--- src/int_enable_cfg.svh ---
// Register address, field positions and reset values of the interrupt enable block
`ifndef INT_ENABLE_CFG_SVH
`define INT_ENABLE_CFG_SVH

// ****************************************
// Register map
// ****************************************
`define IEN_ADDR          8'ha8

// ****************************************
// Field positions
// ****************************************
`define IEN_EXT0_BIT      0
`define IEN_TMR0_BIT      1
`define IEN_EXT1_BIT      2
`define IEN_TMR1_BIT      3
`define IEN_SER_BIT       4
`define IEN_TMR2_BIT      5
`define IEN_RSVD_BIT      6
`define IEN_GLOBAL_BIT    7
`define IEN_SRC_CNT       6

// ****************************************
// Reset and fixed values
// ****************************************
`define IEN_SRC_RESET     6'h00
`define IEN_GLOBAL_RESET  1'b0
`define IEN_RSVD_VALUE    1'b1

`endif

--- src/int_enable_pkg.sv ---
// Types shared by the interrupt enable block
`default_nettype none
package int_enable_pkg;
   typedef logic [5:0]  src_vec_t;
   typedef logic [7:0]  byte_t;
   typedef logic [31:0] word_t;
endpackage
`default_nettype wire

--- src/int_gate_if.sv ---
// Enable bits passed from the register file to the request gate
`timescale 1ns/10ps
`default_nettype none
interface int_gate_if;
   import int_enable_pkg::*;
   src_vec_t src_enable;
   logic     global_enable;
   modport ctrl (output src_enable, output global_enable);
   modport gate (input src_enable, input global_enable);
endinterface
`default_nettype wire

--- src/int_source_gate.sv ---
// Qualifies pending interrupt requests with the enable bits
`timescale 1ns/10ps
`default_nettype none
`include "int_enable_cfg.svh"
module int_source_gate
   import int_enable_pkg::*;
#(
   parameter int N_SRC = `IEN_SRC_CNT
) (
   // Clock and reset
   input  wire logic  pclk,
   input  wire logic  presetn,
   // Enable bits
   int_gate_if.gate   en_if,
   // Requests
   input  wire logic  [N_SRC-1:0] pending,
   output logic       [N_SRC-1:0] qualified_r
);
   if (N_SRC != `IEN_SRC_CNT) begin
      $error("N_SRC must match the enable register");
   end

   // ****************************************
   // Gating
   // ****************************************
   wire logic [N_SRC-1:0] qualified_nxt;
   assign qualified_nxt = pending & en_if.src_enable & {N_SRC{en_if.global_enable}};

   always_ff @(posedge pclk or negedge presetn) begin
      if (!presetn) begin
         qualified_r <= '0;
      end else begin
         qualified_r <= qualified_nxt;
      end
   end

   // ****************************************
   // Checks
   // ****************************************
   ext0_gate_a: assert property (@(posedge pclk) disable iff (!presetn)
      qualified_r[`IEN_EXT0_BIT] == $past(pending[`IEN_EXT0_BIT] & en_if.src_enable[`IEN_EXT0_BIT]
                                          & en_if.global_enable))
      else $error("External 0 request not qualified by its enable");
   src_block_a: assert property (@(posedge pclk) disable iff (!presetn)
      (en_if.src_enable == '0) |=> (qualified_r == '0))
      else $error("Disabled source passed a request");
   src_pass_a: assert property (@(posedge pclk) disable iff (!presetn)
      en_if.global_enable && (en_if.src_enable == '1) |=> (qualified_r == $past(pending)))
      else $error("Enabled source request did not pass");
   global_block_a: assert property (@(posedge pclk) disable iff (!presetn)
      !en_if.global_enable [*2] |-> (qualified_r == '0))
      else $error("Request passed with global enable clear");
endmodule
`default_nettype wire

--- src/int_enable_top.sv ---
// Interrupt source enable register with APB access and request gating
// Notes on behaviour
// - Enable register at 0xa8: bit7 global, bits5..0 timer2,serial,timer1,ext1,timer0,ext0.
// - Bit 0 enables external interrupt 0 requests.
// - A source whose enable bit is zero never passes a request.
// - A source whose enable bit is one passes requests when globally enabled.
// - Bit 6 is reserved: reads one, writes ignored.
//
// Design decision made here: the APB register port.
`timescale 1ns/10ps
`default_nettype none
`include "int_enable_cfg.svh"
module int_enable_top
   import int_enable_pkg::*;
#(
   parameter int ADDR_W = 8
) (
   // Clock and reset
   input  wire logic              pclk,
   input  wire logic              presetn,
   // APB slave
   input  wire logic              psel,
   input  wire logic              penable,
   input  wire logic              pwrite,
   input  wire logic [ADDR_W-1:0] paddr,
   input  wire logic [31:0]       pwdata,
   output logic      [31:0]       prdata,
   output logic                   pready,
   output logic                   pslverr,
   // Interrupt requests
   input  wire logic [5:0]        pending,
   output logic      [5:0]        qualified
);
   // Refuse an address bus too narrow for the register offset
   if (ADDR_W < 8) begin
      $error("ADDR_W must be at least 8");
   end

   // ****************************************
   // Helpers
   // ****************************************
   // Byte image of the enable register as software reads it
   function automatic byte_t pack_view(logic global_bit, src_vec_t src_bits);
      return {global_bit, `IEN_RSVD_VALUE, src_bits};
   endfunction

   // ****************************************
   // Address decode
   // ****************************************
   wire logic hit;
   wire logic setup;
   wire logic wr_take;
   assign hit     = (paddr == ADDR_W'(`IEN_ADDR));
   assign setup   = psel & ~penable;
   assign wr_take = psel & penable & pwrite & hit;

   // ****************************************
   // Enable register
   // ****************************************
   src_vec_t src_en_r;
   src_vec_t src_en_nxt;
   logic     global_en_r;
   logic     global_en_nxt;
   assign src_en_nxt    = wr_take ? pwdata[`IEN_TMR2_BIT:`IEN_EXT0_BIT] : src_en_r;
   assign global_en_nxt = wr_take ? pwdata[`IEN_GLOBAL_BIT] : global_en_r;

   always_ff @(posedge pclk or negedge presetn) begin
      if (!presetn) begin
         src_en_r    <= `IEN_SRC_RESET;
         global_en_r <= `IEN_GLOBAL_RESET;
      end else begin
         src_en_r    <= src_en_nxt;
         global_en_r <= global_en_nxt;
      end
   end

   // ****************************************
   // Read path
   // ****************************************
   wire byte_t reg_view;
   assign reg_view = pack_view(global_en_r, src_en_r);

   logic  [31:0] prdata_r;
   logic         pslverr_r;
   wire   [31:0] prdata_nxt;
   wire logic    pslverr_nxt;
   assign prdata_nxt  = setup ? ((hit && !pwrite) ? {24'h000000, reg_view} : 32'h00000000) : prdata_r;
   assign pslverr_nxt = setup ? ~hit : pslverr_r;

   always_ff @(posedge pclk or negedge presetn) begin
      if (!presetn) begin
         prdata_r  <= 32'h00000000;
         pslverr_r <= 1'b0;
      end else begin
         prdata_r  <= prdata_nxt;
         pslverr_r <= pslverr_nxt;
      end
   end

   assign prdata  = prdata_r;
   assign pready  = psel & penable;
   assign pslverr = psel & penable & pslverr_r;

   // ****************************************
   // Request gate
   // ****************************************
   int_gate_if en_if ();
   assign en_if.src_enable    = src_en_r;
   assign en_if.global_enable = global_en_r;

   int_source_gate #(
      .N_SRC       (`IEN_SRC_CNT)
   ) u_gate (
      .pclk        (pclk),
      .presetn     (presetn),
      .en_if       (en_if),
      .pending     (pending),
      .qualified_r (qualified)
   );

   // ****************************************
   // Checks
   // ****************************************
   reg_write_a: assert property (@(posedge pclk) disable iff (!presetn)
      wr_take |=> (src_en_r == $past(pwdata[5:0])) && (global_en_r == $past(pwdata[7])))
      else $error("Enable register write not stored");
   reg_read_a: assert property (@(posedge pclk) disable iff (!presetn)
      (setup && hit && !pwrite) ##1 (psel && penable) |-> (prdata[7:0] == {global_en_r, 1'b1, src_en_r}))
      else $error("Enable register read value wrong");
   rsvd_one_a: assert property (@(posedge pclk) disable iff (!presetn)
      (psel && penable && !pwrite && !pslverr) |-> prdata[6] && (prdata[31:8] == 24'h000000))
      else $error("Reserved bit did not read as one");
   hold_reg_a: assert property (@(posedge pclk) disable iff (!presetn)
      !wr_take |=> $stable(src_en_r) && $stable(global_en_r))
      else $error("Enable register changed without a write");
   unmapped_err_a: assert property (@(posedge pclk) disable iff (!presetn)
      (setup && !hit) ##1 (psel && penable) |-> pslverr && (prdata == 32'h00000000))
      else $error("Unmapped access not flagged");
   gate_path_a: assert property (@(posedge pclk) disable iff (!presetn)
      (qualified != 6'h00) |-> $past(global_en_r) && (qualified == ($past(pending) & $past(src_en_r))))
      else $error("Qualified request without matching enable");

   // ****************************************
   // Checks: bus answer
   // ****************************************
   mapped_ok_a: assert property (@(posedge pclk) disable iff (!presetn)
      (setup && hit) ##1 (psel && penable) |-> !pslverr)
      else $error("Mapped access flagged as error");
   idle_quiet_a: assert property (@(posedge pclk) disable iff (!presetn)
      !(psel && penable) |-> !pready && !pslverr)
      else $error("Bus answer outside an access phase");
   access_ready_a: assert property (@(posedge pclk) disable iff (!presetn)
      (psel && penable) |-> pready)
      else $error("Access phase without ready");
   rd_hold_a: assert property (@(posedge pclk) disable iff (!presetn)
      !setup |=> $stable(prdata))
      else $error("Read data changed outside a setup cycle");
   rd_upper_a: assert property (@(posedge pclk) disable iff (!presetn)
      prdata[31:8] == 24'h000000)
      else $error("Upper read data bits not zero");
   wr_zero_a: assert property (@(posedge pclk) disable iff (!presetn)
      (setup && pwrite) |=> (prdata == 32'h00000000))
      else $error("Write setup left read data behind");
   unmapped_wr_a: assert property (@(posedge pclk) disable iff (!presetn)
      (psel && penable && pwrite && !hit) |=> $stable(src_en_r) && $stable(global_en_r))
      else $error("Write to another address changed the register");

   // ****************************************
   // Checks: reset
   // ****************************************
   reset_reg_a: assert property (@(posedge pclk)
      $rose(presetn) |-> (src_en_r == `IEN_SRC_RESET) && (global_en_r == `IEN_GLOBAL_RESET))
      else $error("Enable register not cleared by reset");
   reset_out_a: assert property (@(posedge pclk)
      $rose(presetn) |-> (qualified == 6'h00) && (prdata == 32'h00000000))
      else $error("Outputs not cleared by reset");
   reset_bus_a: assert property (@(posedge pclk)
      $rose(presetn) |-> !pready && !pslverr)
      else $error("Bus answer right after reset");

   // ****************************************
   // Checks: request gate
   // ****************************************
   gate_off_a: assert property (@(posedge pclk) disable iff (!presetn)
      !$past(global_en_r) |-> (qualified == 6'h00))
      else $error("Request passed with global enable clear");
   gate_on_a: assert property (@(posedge pclk) disable iff (!presetn)
      $past(global_en_r) |-> (qualified == ($past(pending) & $past(src_en_r))))
      else $error("Globally enabled requests not gated by their own bits");
   ext0_pass_a: assert property (@(posedge pclk) disable iff (!presetn)
      $past(global_en_r && src_en_r[`IEN_EXT0_BIT] && pending[`IEN_EXT0_BIT]) |-> qualified[`IEN_EXT0_BIT])
      else $error("External 0 request lost");
   tmr0_pass_a: assert property (@(posedge pclk) disable iff (!presetn)
      $past(global_en_r && src_en_r[`IEN_TMR0_BIT] && pending[`IEN_TMR0_BIT]) |-> qualified[`IEN_TMR0_BIT])
      else $error("Timer 0 request lost");
   ext1_pass_a: assert property (@(posedge pclk) disable iff (!presetn)
      $past(global_en_r && src_en_r[`IEN_EXT1_BIT] && pending[`IEN_EXT1_BIT]) |-> qualified[`IEN_EXT1_BIT])
      else $error("External 1 request lost");
   tmr1_pass_a: assert property (@(posedge pclk) disable iff (!presetn)
      $past(global_en_r && src_en_r[`IEN_TMR1_BIT] && pending[`IEN_TMR1_BIT]) |-> qualified[`IEN_TMR1_BIT])
      else $error("Timer 1 request lost");
   ser_pass_a: assert property (@(posedge pclk) disable iff (!presetn)
      $past(global_en_r && src_en_r[`IEN_SER_BIT] && pending[`IEN_SER_BIT]) |-> qualified[`IEN_SER_BIT])
      else $error("Serial request lost");
   tmr2_pass_a: assert property (@(posedge pclk) disable iff (!presetn)
      $past(global_en_r && src_en_r[`IEN_TMR2_BIT] && pending[`IEN_TMR2_BIT]) |-> qualified[`IEN_TMR2_BIT])
      else $error("Timer 2 request lost");
   ext0_block_a: assert property (@(posedge pclk) disable iff (!presetn)
      !$past(src_en_r[`IEN_EXT0_BIT]) |-> !qualified[`IEN_EXT0_BIT])
      else $error("Disabled external 0 request passed");
   tmr0_block_a: assert property (@(posedge pclk) disable iff (!presetn)
      !$past(src_en_r[`IEN_TMR0_BIT]) |-> !qualified[`IEN_TMR0_BIT])
      else $error("Disabled timer 0 request passed");
   ext1_block_a: assert property (@(posedge pclk) disable iff (!presetn)
      !$past(src_en_r[`IEN_EXT1_BIT]) |-> !qualified[`IEN_EXT1_BIT])
      else $error("Disabled external 1 request passed");
   tmr1_block_a: assert property (@(posedge pclk) disable iff (!presetn)
      !$past(src_en_r[`IEN_TMR1_BIT]) |-> !qualified[`IEN_TMR1_BIT])
      else $error("Disabled timer 1 request passed");
   ser_block_a: assert property (@(posedge pclk) disable iff (!presetn)
      !$past(src_en_r[`IEN_SER_BIT]) |-> !qualified[`IEN_SER_BIT])
      else $error("Disabled serial request passed");
   tmr2_block_a: assert property (@(posedge pclk) disable iff (!presetn)
      !$past(src_en_r[`IEN_TMR2_BIT]) |-> !qualified[`IEN_TMR2_BIT])
      else $error("Disabled timer 2 request passed");
endmodule
`default_nettype wire

--- config.mk ---
export PLATFORM = sky130hd
export DESIGN_NAME = int_enable_top
export DESIGN_NICKNAME = d
export VERILOG_FILES = /design/src/int_enable_pkg.sv /design/src/int_gate_if.sv /design/src/int_source_gate.sv /design/src/int_enable_top.sv
export VERILOG_INCLUDE_DIRS = /design/src
export SDC_FILE = /design/constraint.sdc
export NUM_CORES = 1
export LEC_CHECK = 0
export ABC_AREA = 1
export BUFFER_PORTS_ARGS = -buffer_cell sky130_fd_sc_hd__buf_2
export CORE_ASPECT_RATIO = 1.75
export CORE_MARGIN = 1.5
export CORE_UTILIZATION = 39
export DETAILED_ROUTE_END_ITERATION = 16
export PLACE_DENSITY = 0.8
export SLEW_MARGIN = 20
export SYNTH_ARGS = -nofsm -noshare
export SYNTH_HDL_FRONTEND = slang
export SYNTH_HIERARCHICAL = 1
export SYNTH_SLANG_ARGS = --single-unit
export TNS_END_PERCENT = 50
--- constraint.sdc ---
create_clock -name pclk -period 0.94 [get_ports pclk]
set_clock_uncertainty 0.05 [all_clocks]
set_input_delay 0.094 -clock pclk [delete_from_list [all_inputs] [get_ports pclk]]
set_output_delay 0.094 -clock pclk [all_outputs]
set_load 0.1 [all_outputs]
Word level (Yosys, flattened, before mapping)
Cells that the tools add are included.
W data, S select, Z words.
{"block": "totals", "reg_bits": 46, "inputBits": 51}
{"block": "classes", "bitwise": 9, "n_eq_ne": 1, "n_reduce_logical": 2, "mux": 1}
{"cell": "$and A6 B6 Y6", "count": 2}
{"cell": "$eq A8 B8 Y1 const B", "count": 1}
{"cell": "$mux W8", "count": 1}
{"cell": "$and A1 B1 Y1", "count": 5}
{"cell": "$not A1 Y1", "count": 2}
{"cell": "$logic_and A1 B1 Y1", "count": 1}
{"cell": "$logic_not A1 Y1", "count": 1}

Depth between registers and ports, before layout
{"block": "logic_depth", "depth_word": 3, "depth_mapped": 6}

By module
Netlist, hierarchy kept.
{"module": "int_enable_top", "cells_per_inst": 117, "instances": 1, "seq_area_each_um2": 400.4, "area_each_um2": 939.7}
{"module": "int_source_gate", "cells_per_inst": 19, "instances": 1, "seq_area_each_um2": 150.1, "area_each_um2": 198.9}

Worst setup path before layout
No wires, ideal clock.
{"block": "synth_timing", "kind": "reg-to-output", "startpoint": "reg pslverr_r", "endpoint": "out pslverr", "t_arrival_ps": 1615, "setup_slack_ps": -819, "stages_incl_launch_ff": 3, "cell_sequence": "dfrtp_1 inv_1 nor2_1"}
{"block": "synth_via", "elab_chain_cells": 1}
{"item": "start, declared", "line": "int_enable_top.sv:84", "text": "logic pslverr_r;"}
{"item": "start signal, assigned", "line": "int_enable_top.sv:96", "text": "pslverr_r <= pslverr_nxt;"}
{"item": "$and A1 B1 Y1", "line": "int_enable_top.sv:102", "text": "assign pslverr = psel & penable & pslverr_r;"}
{"item": "end, declared", "line": "int_enable_top.sv:29", "text": "output logic pslverr,"}
No other way between the ends.

Worst setup path in the final report
Same ends and word-level chain as after synthesis.

==> flow_summary.toml <==
[outcome]
status = "finished with violations"
violations = "negative setup slack"

[power]
power_density_nw_per_um2 = 1259
power_frac_comb_pct = 29.7
p_clk_share_pct = 25.8
seqPwrFrac_pct = 44.5
p_total_mw = 2.149
max-vdd-ir-drop_v = 0.0007928
p_sw_share_pct = 38.18
switchingPower_uw = 820.2
cellLeakagePower_nw = 0.9078
p_int_mw = 1.328

[die]
row_count = 25
start_util_pct = 41.36
core-area_um2 = 2753
io_pins = 91
die_x_um = 43.85
die-area_um2 = 3265
die_h_um = 74.48

[synth]
synth_seq_cells = 22
synth_seq_area_share_pct = 48.35
synth_area_per_cell_um2 = 8.372
synth_cell_types = 13
yosysWarningCount = 6
syn_area_um2 = 1139
synthCells = 136

[timing]
setup_ws_ps = -175.0
max_freq_mhz = 896.9
period_needed_ps = 1115
setup_viol = 16
whs_ps = 1.920
timing.final.crit_share_pct = 118.6
rsz0062_at_grt = "yes"
slew_violations = 0
finalHoldViolCount = 0

[final_layout]
final_util_pct = 62.00
layout_common_cells = "nand2_1, buf_2, conb_1"
final_common_cell = "nand2_1"
fin_cells = 220
diodes = 0
final_nets = 246
drive_gt1_share_pct = 40.41
area_growth_pct = 49.89

[setup_path]
critPathRequiredTime_ps = 800
cp_max_fo = 2
cp_slowest_cell = "dfrtp_1"
worstPathArrival_ps = 970
rr_worst_depth = 4
start_kind = "register"
critPathMaxStageDelay_ps = 380
worstSetupPathType = "reg -> out"
crit_path_end_kind = "output port"
path_cells = "inv_2 > nor2_4 > buf_12"

[grt]
grt_max_degree = 23
grt_pass1_wl_um = 3781
grt_overflow = 0
grt_pass1_vias = 927
grt_usage_pct = 15.43
antenna_found_initial = 0

[clocking]
worstSkewPairLatency_ps = 250
tritoncts = "built"
cts_buffer_depth = 2
clkTransAtPathRegs_ps = 70
cts_root_buffer = "clkbuf_8"
cts_buffers = 3
clkSinkCount = 22
cts_max_level = 1

[route]
drtPass1Iterations = 4
routedWlPerCell_um = 10.48
wirelength_um = 2305
num_vias = 1014
drcViolationCount = 0
antenna_left = 0
drt_iter0_drc = 10
routed_via_density = 4.609

[worst_hold_path]
worstHoldPathCells = 3
min_path_type = "in -> reg"

[placed_design]
portBuffers = 41
dp_cells = 209
gp_congestion = 0.7123
dp_slack_ps = 34.44
hpwl_um = 1855

[job]
max-cap-violations = 0
==> per-stage QoR <==
| step | instance area [um2] | setup TNS [ps] |
|---|---|---|
| final | 1707 | -812.1 |
| after floorplan | 1242 | -644.3 |
| after global routing | 1707 | -1104 |
| after detailed placement | 1587 | 0 |
| after global placement | 1587 | 0 |
| after CTS | 1680 | -821.9 |
==> layer usage <==
metal	vias to the layer above	global-route usage, %	wire length [um]
met2	53	30.56	1328
met1	461	14.66	769
met4	0	7.071	51
li1	494	-	-
met5	-	0	0
met3	6	2.427	155
==> timing repair <==
action / in CTS / in global routing
pin swaps: 1 / 0
endpoints found under the hold margin: 24 / 0
gates resized for setup: 1 / 3
hold buffers: 3 / 0
endpoints found under the setup margin: 15 / 15
setup buffers: 3 / 2
==> layout make-up <==
class	instances	area, um2
Fill cell	232	1046
Sequential cell	22	560.5
Timing Repair Buffer	55	558.0
Multi-Input combinational cell	101	467.9
Inverter	12	45.04
Clock buffer	3	41.29
Tap cell	27	33.78
==> flip-flops by register name, summed over array words and instances, names as in the netlist <==
| name | cells |
|---|---|
| u_gate/qualified_r | 6 |
| en_if.src_enable | 6 |
| prdata | 8 |
| pslverr_r | 1 |
| en_if.global_enable | 1 |
==> critical path: cells and delay by family, from the launching register on <==
| family | cells | cell delay [ps] |
|---|---|---|
| flip-flops | 1 | 380 |
| buffers and inverters | 2 | 240 |
| AND/OR/NAND/NOR | 1 | 100 |
==> cells by family after synthesis <==
kind of cell	share of synthesized area (%)
AO/OA/AOI/OAI	0.4391
AND/OR/NAND/NOR	31.10
flip-flops	48.35
other	0.3294
buffers and inverters	19.78
==> final timing paths <==
kind / start / end / slack, ps
setup / recovery: pslverr_r$_DFFE_PN0P_ / pslverr / -170
hold / removal: pending[1] / u_gate/qualified_r[1]$_DFF_PN0_ / 2
setup reg to reg: pslverr_r$_DFFE_PN0P_ / pslverr_r$_DFFE_PN0P_ / -30
hold reg to reg: en_if.src_enable[4]$_DFFE_PN0P_ / en_if.src_enable[4]$_DFFE_PN0P_ / 460
max in group asynchronous: presetn / prdata[7]$_DFFE_PN0P_ / 230
min in group asynchronous: presetn / en_if.src_enable[3]$_DFFE_PN0P_ / 270
==> power groups by stage <==
stage | registers (mW) | clock network, mW | logic, mW
final | 0.955 | 0.554 | 0.639
after global routing | 0.955 | 0.590 | 0.666
after CTS | 0.955 | 0.560 | 0.637
after detailed placement | 0.973 | 0 | 0.626
after global placement | 0.973 | 0 | 0.620
after floorplan | 0.973 | 0 | 0.582
==> cells in the mapped netlist <==
master	n	area, um2
conb_1	1	3.750
buf_4	24	180.2
dfrtp_1	22	550.5
nand3_2	1	10.01
nand2_1	44	165.2
nor2_4	4	45.04
nand4_1	7	43.79
inv_2	4	15.01
a21oi_1	1	5.000
inv_1	8	30.03
nor2_2	2	12.51
nand3_1	8	40.04
nor2_1	10	37.54
No activity file was read; power rests on OpenSTA's default activity.
